--- src/include/travel_limit_supervisor_regs.vh ---
// Purpose: constants for the travel limit supervisor
// Assumes: 20 MHz system clock
// Notes: setting codes kept as numeric digit values
`ifndef TRAVEL_LIMIT_SUPERVISOR_REGS_VH
`define TRAVEL_LIMIT_SUPERVISOR_REGS_VH

// ----------------------------------------
// Register offsets (byte addresses)
// ----------------------------------------
`define OFS_CONFIG 4'h0
`define OFS_ESTOP_TORQUE 4'h4
`define OFS_MAX_TORQUE 4'h8
`define OFS_STATUS 4'hc

// ----------------------------------------
// Configuration fields
// ----------------------------------------
`define CFG_FWD_LO 0
`define CFG_FWD_HI 3
`define CFG_REV_LO 4
`define CFG_REV_HI 7
`define CFG_STOP_LO 8
`define CFG_STOP_HI 15
`define CFG_WARN_BIT 16

// ----------------------------------------
// Reset values and codes
// ----------------------------------------
`define FWD_ASSIGN_INPUT 4'h2
`define FWD_ASSIGN_OFF 4'h8
`define REV_ASSIGN_INPUT 4'h3
`define REV_ASSIGN_OFF 4'h8
`define STOP_BRAKE_COAST 8'h00
`define STOP_BRAKE_COAST_B 8'h01
`define STOP_COAST 8'h02
`define STOP_DEC_CLAMP 8'h10
`define STOP_DEC_COAST 8'h20
`define ESTOP_TORQUE_RESET 10'h320
`define ESTOP_TORQUE_MAX 10'h320
`define MAX_TORQUE_RESET 10'h12c

// ----------------------------------------
// Timing
// ----------------------------------------
`define CLK_HZ 20000000
`define WARN_HOLD_MS 1000
`define WARN_HOLD_CYCLES (`CLK_HZ / 1000 * `WARN_HOLD_MS)

`endif

--- src/verilog/travel_limit_supervisor.v ---
// Purpose: limit switch supervision, stop selection, travel warning
// Assumes: Avalon-MM slave, one wait state on every access
// Notes: settings marked restart are latched on restart_in pulses
//
// Function
// - Forward limit input off blocks forward travel, flags forward overtravel.
// - Reverse limit input off blocks reverse travel, flags reverse overtravel.
// - Motion away from a tripped limit is still allowed.
// - Position error held on overtravel stop in position control until error clear input.
// - Forward limit can be ignored by setting, applied at restart.
// - Reverse setting 3 uses input, 8 disables; applied at restart.
// - Stop method selects dynamic brake, coast, decel clamp or decel coast.
// - Zero clamp mode holds position reference zero after stopping.
// - Torque control never decelerates; brake or coast, then coast.
// - Emergency stop torque 0 to 800 percent, default 800, immediate.
// - Applied stop torque clamped to motor maximum torque.
// - Warning raised on overtravel with power on when enabled.
// - Momentary limit trip still captured as a warning.
// - Warning for trip on same side as reference direction.
// - No warning for trip opposite to reference direction.
// - With no reference, either side trip raises the warning.
// - No warning while motor power is off.
// - Existing overtravel at power on raises no warning.
// - Warning held one second after overtravel ends, then cleared.
//
// Our own choices: the address map and the Avalon-MM interface to the registers.
`include "travel_limit_supervisor_regs.vh"

module travel_limit_supervisor #(
    parameter HOLD_CYCLES = `WARN_HOLD_CYCLES
) (
    input wire sys_clk_in,
    input wire arst_n_in,
    input wire restart_in,
    input wire [3:0] avs_address_in,
    input wire avs_read_in,
    input wire avs_write_in,
    input wire [31:0] avs_writedata_in,
    output reg [31:0] avs_readdata_out,
    output wire avs_waitrequest_out,
    input wire forward_limit_input_in,
    input wire reverse_limit_input_in,
    input wire error_clear_input_in,
    input wire motor_power_on_in,
    input wire torque_control_in,
    input wire position_control_in,
    input wire ref_forward_in,
    input wire ref_reverse_in,
    input wire motor_stopped_in,
    output reg forward_allowed_out,
    output reg reverse_allowed_out,
    output reg forward_overtravel_out,
    output reg reverse_overtravel_out,
    output reg hold_position_error_out,
    output reg dynamic_brake_stop_out,
    output reg decel_stop_out,
    output reg coast_out,
    output reg zero_clamp_out,
    output reg [9:0] stop_torque_out,
    output reg travel_warning_code_out
);

// ----------------------------------------
// Reset release
// ----------------------------------------
reg [1:0] rst_sync_r;
wire rst_n = rst_sync_r[1];
always @(posedge sys_clk_in or negedge arst_n_in) begin
    if (!arst_n_in)
        rst_sync_r <= 2'b00;
    else
        rst_sync_r <= {rst_sync_r[0], 1'b1};
end

// ----------------------------------------
// Limit input synchronisers
// ----------------------------------------
reg [2:0] fwd_sync_r;
reg [2:0] rev_sync_r;
reg fwd_on_r;
reg rev_on_r;
always @(posedge sys_clk_in or negedge rst_n) begin
    if (!rst_n) begin
        fwd_sync_r <= 3'b111;
        fwd_on_r <= 1'b1;
    end else begin
        fwd_sync_r <= {fwd_sync_r[1:0], forward_limit_input_in};
        // Change counts only when stages two and three agree
        if (fwd_sync_r[1] == fwd_sync_r[2])
            fwd_on_r <= fwd_sync_r[2];
    end
end

always @(posedge sys_clk_in or negedge rst_n) begin
    if (!rst_n) begin
        rev_sync_r <= 3'b111;
        rev_on_r <= 1'b1;
    end else begin
        rev_sync_r <= {rev_sync_r[1:0], reverse_limit_input_in};
        // Same filter as the forward side
        if (rev_sync_r[1] == rev_sync_r[2])
            rev_on_r <= rev_sync_r[2];
    end
end

// ----------------------------------------
// Register file
// ----------------------------------------
reg [3:0] fwd_assign_r;
reg [3:0] rev_assign_r;
reg [7:0] stop_sel_r;
reg warn_en_r;
reg [9:0] estop_torque_r;
reg [9:0] max_torque_r;
// Restart-applied copies
reg [3:0] fwd_assign_act_r;
reg [3:0] rev_assign_act_r;
reg [7:0] stop_sel_act_r;
reg ack_r;
wire access = (avs_read_in | avs_write_in) & ~ack_r;
assign avs_waitrequest_out = (avs_read_in | avs_write_in) & ~ack_r;
wire wr_go = avs_write_in & ack_r;
wire rd_go = avs_read_in & ~ack_r;

always @(posedge sys_clk_in or negedge rst_n) begin
    if (!rst_n) begin
        ack_r <= 1'b0;
        fwd_assign_r <= `FWD_ASSIGN_INPUT;
        rev_assign_r <= `REV_ASSIGN_INPUT;
        stop_sel_r <= `STOP_BRAKE_COAST;
        warn_en_r <= 1'b0;
        estop_torque_r <= `ESTOP_TORQUE_RESET;
        max_torque_r <= `MAX_TORQUE_RESET;
        fwd_assign_act_r <= `FWD_ASSIGN_INPUT;
        rev_assign_act_r <= `REV_ASSIGN_INPUT;
        stop_sel_act_r <= `STOP_BRAKE_COAST;
    end else begin
        ack_r <= access;
        if (wr_go) begin
            case (avs_address_in)
            `OFS_CONFIG: begin
                fwd_assign_r <= avs_writedata_in[`CFG_FWD_HI:`CFG_FWD_LO];
                rev_assign_r <= avs_writedata_in[`CFG_REV_HI:`CFG_REV_LO];
                stop_sel_r <= avs_writedata_in[`CFG_STOP_HI:`CFG_STOP_LO];
                warn_en_r <= avs_writedata_in[`CFG_WARN_BIT];
            end
            `OFS_ESTOP_TORQUE: begin
                // Out of range writes saturate at the top setting
                if (avs_writedata_in[9:0] > `ESTOP_TORQUE_MAX ||
                    avs_writedata_in[31:10] != 22'h000000)
                    estop_torque_r <= `ESTOP_TORQUE_MAX;
                else
                    estop_torque_r <= avs_writedata_in[9:0];
            end
            `OFS_MAX_TORQUE: max_torque_r <= avs_writedata_in[9:0];
            default: ;
            endcase
        end
        if (restart_in) begin
            fwd_assign_act_r <= fwd_assign_r;
            rev_assign_act_r <= rev_assign_r;
            stop_sel_act_r <= stop_sel_r;
        end
    end
end

// ----------------------------------------
// Limit decode
// ----------------------------------------
// Any code other than off takes the pin, so a typo never disables a limit
wire fwd_trip = (fwd_assign_act_r != `FWD_ASSIGN_OFF) & ~fwd_on_r;
wire rev_trip = (rev_assign_act_r != `REV_ASSIGN_OFF) & ~rev_on_r;
wire any_trip = fwd_trip | rev_trip;
wire moving_into = (fwd_trip & ref_forward_in) | (rev_trip & ref_reverse_in);

// ----------------------------------------
// Stop method decode
// ----------------------------------------
reg sel_brake;
reg sel_dec;
reg sel_clamp;
always @* begin
    sel_brake = 1'b0;
    sel_dec = 1'b0;
    sel_clamp = 1'b0;
    case (stop_sel_act_r)
    `STOP_BRAKE_COAST, `STOP_BRAKE_COAST_B: sel_brake = 1'b1;
    `STOP_COAST: sel_brake = 1'b0;
    `STOP_DEC_CLAMP: begin
        sel_dec = 1'b1;
        sel_clamp = 1'b1;
    end
    `STOP_DEC_COAST: sel_dec = 1'b1;
    default: sel_brake = 1'b1;
    endcase
    if (torque_control_in) begin
        // Low digit picks brake or coast under torque control
        sel_dec = 1'b0;
        sel_clamp = 1'b0;
        sel_brake = (stop_sel_act_r[3:0] != 4'h2);
    end
end

// ----------------------------------------
// Stop sequencing
// ----------------------------------------
localparam ST_RUN = 3'b001;
localparam ST_STOPPING = 3'b010;
localparam ST_STOPPED = 3'b100;
reg [2:0] state_r;
reg [2:0] state_nxt;
always @* begin
    state_nxt = state_r;
    case (state_r)
    ST_RUN:
        if (moving_into)
            state_nxt = ST_STOPPING;
    ST_STOPPING:
        if (motor_stopped_in)
            state_nxt = ST_STOPPED;
    ST_STOPPED:
        if (!any_trip)
            state_nxt = ST_RUN;
    default: state_nxt = ST_RUN;
    endcase
    // Reversing away hands control back to the reference
    if (!moving_into && state_r == ST_STOPPING)
        state_nxt = ST_RUN;
end

wire [9:0] torque_lim = (estop_torque_r > max_torque_r) ?
    max_torque_r : estop_torque_r;

// ----------------------------------------
// Output next values
// ----------------------------------------
// Outputs registered so pins never glitch on decode changes
reg forward_allowed_nxt;
reg reverse_allowed_nxt;
reg forward_overtravel_nxt;
reg reverse_overtravel_nxt;
reg hold_error_nxt;
reg brake_stop_nxt;
reg decel_stop_nxt;
reg coast_nxt;
reg zero_clamp_nxt;
reg [9:0] stop_torque_nxt;
wire stopping_nxt = (state_nxt == ST_STOPPING);
wire stopped_nxt = (state_nxt == ST_STOPPED);
always @* begin
    forward_allowed_nxt = ~fwd_trip;
    reverse_allowed_nxt = ~rev_trip;
    forward_overtravel_nxt = fwd_trip;
    reverse_overtravel_nxt = rev_trip;
    hold_error_nxt = hold_position_error_out;
    // Clear wins over a new stop in the same cycle
    if (error_clear_input_in)
        hold_error_nxt = 1'b0;
    else if (position_control_in && stopping_nxt)
        hold_error_nxt = 1'b1;
    brake_stop_nxt = stopping_nxt & sel_brake;
    decel_stop_nxt = stopping_nxt & sel_dec;
    coast_nxt = 1'b0;
    if (stopping_nxt && !sel_brake && !sel_dec)
        coast_nxt = 1'b1;
    if (stopped_nxt && !sel_clamp)
        coast_nxt = 1'b1;
    zero_clamp_nxt = stopped_nxt & sel_clamp;
    stop_torque_nxt = 10'h000;
    if (stopping_nxt && sel_dec)
        stop_torque_nxt = torque_lim;
end

always @(posedge sys_clk_in or negedge rst_n) begin
    if (!rst_n) begin
        state_r <= ST_RUN;
        forward_allowed_out <= 1'b1;
        reverse_allowed_out <= 1'b1;
        forward_overtravel_out <= 1'b0;
        reverse_overtravel_out <= 1'b0;
        hold_position_error_out <= 1'b0;
        dynamic_brake_stop_out <= 1'b0;
        decel_stop_out <= 1'b0;
        coast_out <= 1'b0;
        zero_clamp_out <= 1'b0;
        stop_torque_out <= 10'h000;
    end else begin
        state_r <= state_nxt;
        forward_allowed_out <= forward_allowed_nxt;
        reverse_allowed_out <= reverse_allowed_nxt;
        forward_overtravel_out <= forward_overtravel_nxt;
        reverse_overtravel_out <= reverse_overtravel_nxt;
        hold_position_error_out <= hold_error_nxt;
        dynamic_brake_stop_out <= brake_stop_nxt;
        decel_stop_out <= decel_stop_nxt;
        coast_out <= coast_nxt;
        zero_clamp_out <= zero_clamp_nxt;
        stop_torque_out <= stop_torque_nxt;
    end
end

// ----------------------------------------
// Travel warning
// ----------------------------------------
reg power_d_r;
reg [31:0] hold_cnt_r;
// Trip present when power came on is masked until it clears
reg masked_r;
wire same_fwd = ref_forward_in & fwd_trip;
wire same_rev = ref_reverse_in & rev_trip;
wire no_ref = ~ref_forward_in & ~ref_reverse_in;
wire idle_trip = no_ref & any_trip;
wire dir_trip = same_fwd | same_rev | idle_trip;
wire power_rise = motor_power_on_in & ~power_d_r;
wire warn_event = warn_en_r & motor_power_on_in & ~power_rise &
    ~masked_r & dir_trip;
always @(posedge sys_clk_in or negedge rst_n) begin
    if (!rst_n) begin
        power_d_r <= 1'b0;
        masked_r <= 1'b0;
        hold_cnt_r <= 32'h00000000;
        travel_warning_code_out <= 1'b0;
    end else begin
        power_d_r <= motor_power_on_in;
        if (!motor_power_on_in || !any_trip)
            masked_r <= 1'b0;
        else if (power_rise)
            masked_r <= 1'b1;
        if (!motor_power_on_in) begin
            travel_warning_code_out <= 1'b0;
            hold_cnt_r <= 32'h00000000;
        end else if (warn_event) begin
            travel_warning_code_out <= 1'b1;
            hold_cnt_r <= HOLD_CYCLES;
        end else if (hold_cnt_r != 32'h00000000) begin
            hold_cnt_r <= hold_cnt_r - 32'h00000001;
            if (hold_cnt_r == 32'h00000001)
                travel_warning_code_out <= 1'b0;
        end
    end
end

// ----------------------------------------
// Read data
// ----------------------------------------
always @(posedge sys_clk_in or negedge rst_n) begin
    if (!rst_n)
        avs_readdata_out <= 32'h00000000;
    else if (rd_go) begin
        case (avs_address_in)
        `OFS_CONFIG: begin
            avs_readdata_out <= {15'h0000, warn_en_r,
                stop_sel_r, rev_assign_r, fwd_assign_r};
        end
        `OFS_ESTOP_TORQUE: begin
            avs_readdata_out <= {22'h000000, estop_torque_r};
        end
        `OFS_MAX_TORQUE: begin
            avs_readdata_out <= {22'h000000, max_torque_r};
        end
        `OFS_STATUS: begin
            avs_readdata_out <= {24'h000000, 1'b0, state_r,
                travel_warning_code_out, hold_position_error_out,
                reverse_overtravel_out, forward_overtravel_out};
        end
        default: begin
            avs_readdata_out <= 32'h00000000;
        end
        endcase
    end
end

endmodule
--- config.mk ---
export PLATFORM = sky130hd
export DESIGN_NAME = travel_limit_supervisor
export DESIGN_NICKNAME = d
export VERILOG_FILES = /design/src/verilog/travel_limit_supervisor.v
export VERILOG_INCLUDE_DIRS = /design/src /design/src/include
export SDC_FILE = /design/constraint.sdc
export NUM_CORES = 1
export LEC_CHECK = 0
export ABC_AREA = 1
export BUFFER_PORTS_ARGS = -buffer_cell sky130_fd_sc_hd__buf_2
export CAP_MARGIN = 10
export CORE_MARGIN = 4
export CORE_UTILIZATION = 62
export DETAILED_ROUTE_END_ITERATION = 7
export GPL_TIMING_DRIVEN = 0
export PLACE_DENSITY_LB_ADDON = 0.05
export SLEW_MARGIN = 5
export SYNTH_ARGS = -nofsm -noshare
export SYNTH_HDL_FRONTEND = slang
export SYNTH_SLANG_ARGS = --single-unit
--- constraint.sdc ---
create_clock -name sys_clk_in -period 7.36 [get_ports sys_clk_in]
set_input_delay 0.368 -clock sys_clk_in [delete_from_list [all_inputs] [get_ports sys_clk_in]]
set_output_delay 0.368 -clock sys_clk_in [all_outputs]
set_load 0.005 [all_outputs]
==> impl_metrics.py, run 1 <==
metrics = {
    "critical_path": {
        "crit_arrival_ps": 2450,
        "cpMostUsedCell": "nand2_1",
        "path_cells": "inv_1, ha_1, nand2_1, inv_1, nand2_1, nand2_1, nand2_1, nand3_1, nand2_1, clkbuf_1, nor2_1, nor2_1",
        "critical_path_class": "reg -> reg",
        "slowest_stage": "dfstp_2",
        "crit_fanout": 10,
        "cp-end-kind": "register",
        "cp.required_ps": 7700,
        "slowest_delay_ps": 560,
        "critical_path.startpoint_type": "register",
        "path_delay_family": "simple AND/OR/NAND/NOR gates",
        "crit_buf_inv": 3,
    },
    "place": {
        "dpl.cell_count": 1157,
        "io_buffers": 87,
        "place_congestion": 0.9749,
        "dpl.hpwl_um": 13700,
    },
    "layout": {
        "final_common_cell": "nand2_1",
        "stdcell_count": 1190,
        "nNetsFinal": 1097,
        "n_fill_cell": 906,
        "multi_input_area_um2": 3115,
        "mostFrequentLayoutCells": "247 x nand2_1, 119 x nor2_1, 119 x inv_1",
        "seqCellArea_um2": 3487,
        "syn2layout_area_growth_pct": 18.83,
        "drive_gt1_frac": 0.2216,
        "n_antenna_cell": 0,
    },
    "cts": {
        "cts.sinks": 138,
        "ctsResizeCount": 0,
        "path_clk_slew_ps": 60,
        "h-tree-depth": 4,
        "cts_buffer_depth": 2,
        "cts_buffers": 17,
        "clock_latency_ps": 420,
        "root_buffer": "clkbuf_16",
        "cts_tree": "done",
    },
    "pwr": {
        "p_leak_nw": 4.657,
        "vdd_drop_max_mv": 0.3371,
        "power_density_nw_per_um2": 378.8,
    },
    "die": {
        "die_area_um2": 13500,
        "die_h_um": 116.2,
        "core_area_um2": 11420,
        "dieWidth_um": 116.2,
        "start_util": 0.6355,
        "ioPinCount": 103,
        "rows": 39,
    },
    "logic_synthesis": {
        "syn_area_per_cell_um2": 7.966,
        "netlist-cell-type-count": 43,
        "ys_ff_latch": 138,
        "yosysWarnings": 0,
        "synth_ff_type": "dfrtp_1",
        "syn_inst": 911,
        "synthArstFlopShare": 1.000,
        "yosysSeqAreaShare": 0.4800,
        "synth_enable_flop_cells": 0,
        "synth_area_um2": 7257,
    },
    "sta": {
        "setup_viol": 0,
        "finalCriticalPeriod_ps": 2110,
        "slew_viol_final": 0,
        "tightestPinTransition_ps": 642.5,
        "hold_viol": 0,
        "max_freq_ghz": 0.4740,
        "slew_headroom": 0.5717,
        "fin_setup_tns_ps": 0,
        "fin_crit_sh": 0.2866,
        "rsz0062_at_grt": "no",
        "clock_skew_ps": 7.292,
    },
    "route": {
        "ant_nets": 0,
        "wirelength_um": 18920,
        "post-route-drc-count": 0,
        "avgRoutedWirePerCell_um": 15.90,
        "drt-initial-drc-count": 554,
        "dr_total_vias": 6386,
        "firstDrtPassIters": 8,
        "avgViaCountPerCell": 5.366,
    },
    "grt": {
        "grt.overflow.total": 0,
        "antenna_found_initial": 0,
        "met1_usage": 0.3698,
        "gr-usage-all-layers": 0.2982,
        "grt_pass1_vias": 6217,
        "grt_max_degree": 69,
        "grt_pass1_wl_um": 30650,
        "gr-usage-met3": 0.06321,
        "met2_usage": 0.5002,
        "top_usage_layer": "met2",
    },
    "status": {
        "status": "complete, no violations",
    },
    "run": {
        "drv_cap": 0,
    },
    "hold_path": {
        "hp-class": "in -> reg",
    },
}
per-layer routing:
layer	up-vias	routed length (µm)
met5	-	0
met4	0	674
met3	57	1140
met2	227	9485
met1	2993	7623
li1	3109	-
cell type report:
| type | count | area share |
|---|---|---|
| Inverter | 122 | 0.05311 |
| Multi-Input combinational cell | 624 | 0.3613 |
| Sequential cell | 138 | 0.4044 |
| Clock inverter | 10 | 0.01901 |
| Tap cell | 143 | 0.02075 |
| Buffer | 41 | 0.02931 |
| Clock buffer | 22 | 0.05499 |
| Timing Repair Buffer | 90 | 0.05717 |
what timing repair did:
item	CTS	global route
buffers inserted	0	0
hold buffers	1	0
hold endpoints to repair	2	0
cells by family (layout without fill, tap and decap cells):
group                    after synthesis  count (layout)  share of synthesized area
flip-flops                           138             138                     0.4800
XOR/XNOR                               7               7                   0.008448
buffers and inverters                163             285                    0.09793
other                                  2              16                   0.001035
AO/OA/AOI/OAI                         69              69                    0.05379
adder cells (fa/ha/maj)               15              15                    0.02517
AND/OR/NAND/NOR                      503             503                     0.3109
multiplexers                          14              14                    0.02276
state kept, by name (all words and copies together) (netlist names), 2 cells and up:
| signal | count |
|---|---|
| hold_cnt_r | 32 |
| max_torque_r | 10 |
| rev_assign_act_r | 4 |
| rev_sync_r | 3 |
| rst_sync_r | 2 |
| fwd_assign_act_r | 4 |
| state_r | 3 |
| stop_sel_act_r | 8 |
| estop_torque_r | 10 |
| stop_sel_r | 8 |
| fwd_sync_r | 3 |
| stop_torque_out | 10 |
| fwd_assign_r | 4 |
| rev_assign_r | 4 |
| avs_readdata_out | 17 |
stage by stage:
step           hold slack [ps]  setup slack (ps)  instance area [µm²]    util  power, mW
6_report                 43.83              5250                 8623  0.7552      3.267
3_3_place_gp             153.4              1777                 7924  0.6940      2.285
2_1_floorplan            72.41              3272                 7310       -      2.008
5_1_grt                  30.35              4998                 8623  0.7552      3.491
4_1_cts                  35.54              5287                 8623  0.7552      3.253
3_5_place_dp             158.9              5331                 7975  0.6984      2.320
worst reg2reg max path, cell delays in order, from the launching register on:
cell      delay [ps]
dfstp_2          560
inv_1             50
ha_1             290
nand2_1          130
inv_1             50
nand2_1           60
nand2_1           50
nand2_1           50
nand3_1           60
nand2_1           70
clkbuf_1         400
nor2_1            80
nor2_1           160
where the power goes:
group | total [mW] | leakage, nW | internal [mW] | switching [mW]
combinational | 1.27 | 2.59 | 0.439 | 0.828
sequential | 1.09 | 1.75 | 0.928 | 0.160
clock | 0.913 | 0.311 | 0.595 | 0.318
synth_stat cells (4+ instances only):
cell type / instances / area, µm²
nand2_1: 247 / 927.1
inv_1: 119 / 446.7
nor2_1: 119 / 446.7
dfrtp_1: 114 / 2853
nand3_1: 46 / 230.2
nand4_1: 38 / 237.7
o21ai_0: 29 / 145.1
dfstp_2: 24 / 630.6
buf_4: 18 / 135.1
a21oi_1: 15 / 75.07
ha_1: 13 / 162.7
nor2_2: 13 / 81.33
mux2_2: 12 / 135.1
clkbuf_1: 11 / 41.29
nand2_2: 9 / 56.30
buf_2: 7 / 35.03
nor3_1: 7 / 35.03
o22ai_1: 7 / 43.79
o21ai_1: 5 / 25.02
o21bai_1: 5 / 37.54
nand3b_1: 4 / 30.03
nor2_4: 4 / 45.04
nor3_2: 4 / 40.04
or2_2: 4 / 25.02
xor2_1: 4 / 35.03
worst paths after layout:
kind	start	end	slack (ps)	cells past startpoint
worst max-delay path	max_torque_r[5]	stop_torque_out[9]	5250	12
worst min-delay path	reverse_limit_input_in	rev_sync_r[0]	40	1
worst max register to register	max_torque_r[5]	stop_torque_out[9]	5250	12
worst min register to register	rst_sync_r[1]	hold_cnt_r[27]	270	0
max in group asynchronous	rst_sync_r[1]	rev_assign_act_r[1]	6110	2
min in group asynchronous	arst_n_in	rst_sync_r[0]	260	2
No activity file was read; power rests on OpenSTA's default activity.
==> run 2: changes to the inputs <==
--- a/config.mk
+++ b/config.mk
@@ -6,11 +6,11 @@
 export SDC_FILE = /design/constraint.sdc
 export NUM_CORES = 1
 export LEC_CHECK = 0
-export ABC_AREA = 1
+export ABC_AREA = 0
 export BUFFER_PORTS_ARGS = -buffer_cell sky130_fd_sc_hd__buf_2
 export CAP_MARGIN = 10
 export CORE_MARGIN = 4
-export CORE_UTILIZATION = 62
+export CORE_UTILIZATION = 57
 export DETAILED_ROUTE_END_ITERATION = 7
 export GPL_TIMING_DRIVEN = 0
 export PLACE_DENSITY_LB_ADDON = 0.05
==> constraint.sdc (replaced) <==
create_clock -name sys_clk_in -period 2.2 [get_ports sys_clk_in]
set_input_delay 0.11 -clock sys_clk_in [delete_from_list [all_inputs] [get_ports sys_clk_in]]
set_output_delay 0.11 -clock sys_clk_in [all_outputs]
set_load 0.005 [all_outputs]
==> run 2 against run 1 <==
  * Maximum frequency shrank 3.0%
  * Highest routed layer unchanged
  * Largest power group unchanged
  * Setup slack worse by 5200 ps
  * Area after synthesis shrank 9.8%
  * Clock power grew to 3.0 times the previous value
==> impl_metrics.py, run 2 <==
metrics = {
    "pwr": {
        "cellInternalPower_mw": 6.638,
        "switchingPower_mw": 3.752,
        "vdd_drop_max_mv": 1.624,
        "pwr-share-comb": 0.386,
        "sequentialPowerShare": 0.354,
        "p_clk_frac": 0.260,
        "power_density_nw_per_um2": 1242,
        "p_leak_nw": 3.933,
        "p_sw_frac": 0.3611,
    },
    "critical_path": {
        "cp-end-kind": "register",
        "critical_path.startpoint_type": "register",
        "startpoint": "hold_cnt_r[16]",
        "critical_path_class": "reg -> reg",
        "crit_fanout": 6,
        "r2r-start": "hold_cnt_r[16]",
        "cpMostUsedCell": "or4_4",
        "slowest_stage": "or4_4",
        "path_cells": "or4_4, nand2b_4, or3_4, or4_4, a21oi_2",
        "cp.required_ps": 2550,
        "crit_arrival_ps": 2520,
        "slowest_delay_ps": 550,
    },
    "place": {
        "io_buffers": 86,
        "dpl.hpwl_um": 11710,
        "place_congestion": 0.8398,
        "dp_slack_ps": -343.4,
        "dpl_cell_area_um2": 7279,
    },
    "logic_synthesis": {
        "netlist-cell-type-count": 67,
        "synth_area_um2": 6548,
        "synth_enable_flop_cells": 0,
        "yosysTopAreaCellShare": 0.4357,
        "syn_inst": 567,
        "synth_area_leaders": "dfrtp_1 44%, dfstp_2 9.6%, mux2_2 7.1%",
        "yosysWarnings": 0,
        "synthArstFlopShare": 1.000,
        "yosys-top-cells-count": "114 x dfrtp_1, 41 x mux2_2, 35 x a21oi_1",
        "synth_ff_type": "dfrtp_1",
        "yosysSeqAreaShare": 0.5320,
        "synth_area_leader_cell": "dfrtp_1",
        "ys_ff_latch": 138,
        "syn_area_per_cell_um2": 11.55,
        "synth_most_common_cell": "dfrtp_1",
    },
    "layout": {
        "top_regs": "hold_cnt_r: 32 flops, avs_readdata_out: 17 flops",
        "drive_gt1_frac": 0.3619,
        "mostFrequentLayoutCells": "112 x dfrtp_1, 86 x buf_2, 41 x mux2_2",
        "regMostFlops": "hold_cnt_r",
        "design_area_um2": 8366,
        "syn2layout_area_growth_pct": 27.77,
        "n_antenna_cell": 0,
        "nNetsFinal": 785,
        "fin_util": 0.7584,
        "final_common_cell": "dfrtp_1",
        "largest_reg_flops": 32,
    },
    "grt": {
        "grt_max_degree": 55,
        "grt_pass1_vias": 5407,
        "grt_pass1_wl_um": 26810,
        "antenna_found_initial": 0,
        "grt.overflow.total": 0,
        "gr-usage-all-layers": 0.2590,
    },
    "status": {
        "status": "complete, no violations",
    },
    "cts": {
        "cts_buffer_depth": 2,
        "cts_tree": "done",
        "path_clk_slew_ps": 60,
        "root_buffer": "clkbuf_16",
        "cts_buffers": 17,
        "cts.sinks": 138,
        "clock_latency_ps": 410,
        "h-tree-depth": 4,
    },
    "run": {
        "drv_cap": 0,
    },
    "hold_path": {
        "hp-class": "in -> async",
    },
    "route": {
        "firstDrtPassIters": 5,
        "post-route-drc-count": 0,
        "avgRoutedWirePerCell_um": 18.91,
        "drt-initial-drc-count": 237,
        "avgViaCountPerCell": 5.946,
        "dr_total_vias": 5203,
        "wirelength_um": 16540,
        "ant_nets": 0,
    },
    "sta": {
        "max_freq_ghz": 0.4599,
        "fin_crit_sh": 0.9884,
        "hold_viol": 0,
        "setup_viol": 0,
        "timing.final.ws_setup_ps": 25.48,
        "rsz0062_at_grt": "yes",
        "clock_skew_ps": 5.936,
        "tightestPinTransition_ps": 798.4,
        "slew_viol_final": 0,
        "finalCriticalPeriod_ps": 2175,
        "holdWs_ps": 11.97,
        "slew_headroom": 0.4678,
    },
    "die": {
        "ioPinCount": 103,
        "dieWidth_um": 115.2,
        "rows": 38,
        "die_area_um2": 13270,
        "die_h_um": 115.2,
        "core_area_um2": 11030,
        "start_util": 0.5936,
    },
}
run 2: power by group through the flow:
stage / combinational [mW] / sequential (mW) / clock (mW)
finish: 4.01 / 3.68 / 2.71
global route: 4.41 / 3.74 / 2.86
CTS: 3.77 / 3.62 / 2.75
detailed placement: 3.39 / 3.66 / 0
global placement: 3.20 / 3.65 / 0
floorplan: 2.60 / 3.51 / 0
run 2: layer usage:
layer | wire length, µm | track usage | part of all wire
met5 | 0 | 0 | 0
met4 | 354 | 0.09155 | 0.021
met3 | 852 | 0.05000 | 0.051
met2 | 8788 | 0.4653 | 0.53
met1 | 6548 | 0.3098 | 0.40
run 2: critical path, delay by kind of cell, from the launching register on:
kind            cells  cell delay, ps
flops               1             410
compound gates      1             120
simple gates        4            1580
run 2: area by class of cell:
cell class                      count  area, µm²
Multi-Input combinational cell    384       3014
Fill cell                         748       2665
Sequential cell                   138       3488
Buffer                             31      186.4
Inverter                           24      90.09
Clock buffer                       24      501.7
Timing Repair Buffer              126      842.1
Tap cell                          140      175.2
Clock inverter                      8      67.56
run 2: repair_timing:
| item | in CTS | in global routing |
|---|---|---|
| gates resized for setup | 16 | 27 |
| pin swaps | 13 | 9 |
| hold buffers | 25 | 0 |
| endpoints found under the setup margin | 46 | 39 |
| setup buffers | 10 | 3 |
| endpoints found under the hold margin | 43 | 0 |
run 2: path summary, 6_finish.rpt:
kind                                   endpoint  slack [ps]  depth (start not counted)
worst max-delay path             hold_cnt_r[26]          30                          5
worst min-delay path              rst_sync_r[1]          10                          2
worst max register to register   hold_cnt_r[26]          30                          5
worst min register to register   zero_clamp_out         330                          0
max in group asynchronous       max_torque_r[3]         880                          2
min in group sys_clk_in              state_r[2]          50                          2
run 2: cells by family after synthesis:
logic type	synth area share
multiplexers	0.1053
AO/OA/AOI/OAI	0.1324
adder cells (fa/ha/maj)	0.02790
buffers and inverters	0.04472
flip-flops	0.5320
other	0.001147
XOR/XNOR	0.005352
AND/OR/NAND/NOR	0.1512
run 2: through the flow:
step | setup TNS, ps | power [mW] | cells
after floorplan | 0 | 6.113 | 581
after global routing | -183.6 | 11.01 | 875
after global placement | -5815 | 6.847 | 807
after detailed placement | -7326 | 7.050 | 809
final | 0 | 10.39 | 875
after CTS | -39.54 | 10.15 | 874
==> run 3: changes to the inputs <==
--- a/config.mk
+++ b/config.mk
@@ -13,7 +13,7 @@
 export CORE_UTILIZATION = 57
 export DETAILED_ROUTE_END_ITERATION = 7
 export GPL_TIMING_DRIVEN = 0
-export PLACE_DENSITY_LB_ADDON = 0.05
+export PLACE_DENSITY = 0.81
 export SLEW_MARGIN = 5
 export SYNTH_ARGS = -nofsm -noshare
 export SYNTH_HDL_FRONTEND = slang
==> run 3 against run 2 <==
  * The flow now finishes with violations (negative setup slack)
  * Maximum frequency is 3.7% lower
  * Critical endpoint unchanged
  * Final cell count decreased by 0.23%
  * Register-to-register slack got worse by 80 ps
  * Combinational power grew 3%
  * Clock power up 10%
  * Largest power group unchanged
  * Total power rose by 4.0%
  * Critical path type unchanged
  * Routed wire length up 3.4%
  * Hold slack improved by 25 ps
==> impl_metrics.py, run 3 (synthesis results as in run 2) <==
metrics = {
    "die": {
        "rows": 38,
        "die_h_um": 115.2,
        "core_area_um2": 11030,
        "die_area_um2": 13270,
        "start_util": 0.5936,
        "ioPinCount": 103,
        "dieWidth_um": 115.2,
    },
    "grt": {
        "grt_pass1_vias": 5516,
        "grt.overflow.total": 0,
        "grt_max_degree": 58,
        "gr-usage-all-layers": 0.2631,
        "grt_pass1_wl_um": 27210,
        "antenna_found_initial": 1,
    },
    "sta": {
        "setup_viol": 3,
        "finalCriticalPeriod_ps": 2258,
        "timing.final.ws_setup_ps": -57.55,
        "max_freq_ghz": 0.4430,
        "rsz0062_at_grt": "yes",
        "slew_viol_final": 0,
        "fin_setup_tns_ps": -84.67,
        "clock_skew_ps": 12.15,
        "hold_viol": 0,
        "tightestPinTransition_ps": 731.6,
        "slew_headroom": 0.5122,
        "fin_crit_sh": 1.026,
        "holdWs_ps": 36.77,
    },
    "route": {
        "firstDrtPassIters": 4,
        "ant_nets": 0,
        "post-route-drc-count": 0,
        "wirelength_um": 17110,
        "drt-initial-drc-count": 385,
        "avgRoutedWirePerCell_um": 19.60,
        "avgViaCountPerCell": 6.088,
        "dr_total_vias": 5315,
    },
    "cts": {
        "clock_latency_ps": 420,
        "root_buffer": "clkbuf_16",
        "cts.sinks": 138,
        "h-tree-depth": 4,
        "cts_buffer_depth": 2,
        "path_clk_slew_ps": 60,
        "cts_tree": "done",
        "cts_buffers": 17,
    },
    "layout": {
        "mostFrequentLayoutCells": "113 x dfrtp_1, 87 x buf_2, 41 x mux2_2",
        "top_regs": "hold_cnt_r: 32 flops, avs_readdata_out: 17 flops",
        "n_fill_cell": 689,
        "multi_input_area_um2": 3158,
        "final_common_cell": "dfrtp_1",
        "syn2layout_area_growth_pct": 30.12,
        "drive_gt1_frac": 0.3893,
        "seqCellArea_um2": 3487,
        "regMostFlops": "hold_cnt_r",
        "nNetsFinal": 782,
        "largest_reg_flops": 32,
    },
    "pwr": {
        "power_density_nw_per_um2": 1268,
        "vdd_drop_max_mv": 1.113,
        "p_leak_nw": 3.932,
        "power_mw": 10.80,
    },
    "hold_path": {
        "hp-class": "in -> reg",
    },
    "critical_path": {
        "slowest_delay_ps": 570,
        "crit_buf_inv": 0,
        "crit_fanout": 5,
        "slowest_stage": "or4_4",
        "cp.required_ps": 2540,
        "path_delay_family": "simple AND/OR/NAND/NOR gates",
        "cp-end-kind": "register",
        "path_cells": "or4_4, nand2b_4, or3_4, or4_4, a21oi_2",
        "crit_arrival_ps": 2600,
        "critical_path_class": "reg -> reg",
        "cpMostUsedCell": "or4_4",
        "critical_path.startpoint_type": "register",
    },
    "status": {
        "status": "finished with violations",
        "failed_checks": "negative setup slack",
    },
    "place": {
        "dpl.hpwl_um": 11490,
        "dp_slack_ps": -368.7,
        "place_congestion": 0.8842,
        "io_buffers": 86,
    },
    "run": {
        "drv_cap": 0,
    },
}
run 3: path summary, 6_finish.rpt:
kind	startpoint	to	slack, ps	depth (start not counted)
setup / recovery	hold_cnt_r[18]	hold_cnt_r[26]	-60	5
hold / removal	motor_stopped_in	state_r[2]	40	2
setup reg to reg	hold_cnt_r[18]	hold_cnt_r[26]	-60	5
hold reg to reg	rst_sync_r[1]	stop_sel_act_r[5]	290	0
max in group asynchronous	rst_sync_r[1]	fwd_assign_act_r[1]	920	2
min in group asynchronous	rst_sync_r[1]	stop_sel_act_r[5]	290	0
run 3: power by group:
| group | internal, mW | total [mW] | switching [mW] |
|---|---|---|---|
| Sequential | 3.10 | 3.69 | 0.591 |
| Combinational | 1.79 | 4.13 | 2.34 |
| Clock | 1.96 | 2.98 | 1.02 |
| Total | 6.85 | 10.8 | 3.96 |
run 3: layout make-up:
| class | count | share of cell area |
|---|---|---|
| Sequential cell | 138 | 0.4093 |
| Multi-Input combinational cell | 385 | 0.3707 |
| Timing Repair Buffer | 122 | 0.09414 |
| Clock buffer | 25 | 0.05581 |
| Buffer | 31 | 0.02188 |
| Tap cell | 140 | 0.02056 |
| Clock inverter | 7 | 0.01674 |
| Inverter | 24 | 0.01057 |
| Antenna cell | 1 | 0.0002937 |
run 3: what timing repair did:
item                                    CTS  global route
buffers inserted                          7             2
hold endpoints to repair                 42             0
pin swaps                                 8            20
resized for setup                        17            64
hold buffers                             26             0
endpoints found under the setup margin   48            45
cloned                                    0             1
run 3: worst register-to-register path, stage by stage (launching register included):
cell and delay (ps):
dfrtp_1 390, or4_4 570, nand2b_4 160, or3_4 430
or4_4 500, a21oi_2 130
run 3: per-layer routing:
| metal | routed length (µm) | part of all wire | global-route usage | up-vias |
|---|---|---|---|---|
| met5 | 0 | 0 | 0 | - |
| met4 | 613 | 0.036 | 0.1127 | 0 |
| met3 | 1134 | 0.066 | 0.06368 | 57 |
| met2 | 8659 | 0.51 | 0.4390 | 239 |
| met1 | 6707 | 0.39 | 0.3283 | 2610 |
| li1 | - | - | - | 2409 |
run 3: through the flow:
stage	utilization	instance area, µm²	std cells
after CTS	0.7510	8284	872
final	0.7723	8519	873
after global routing	0.7723	8519	873
after global placement	0.6556	7232	807
after detailed placement	0.6599	7279	809
after floorplan	-	6626	581
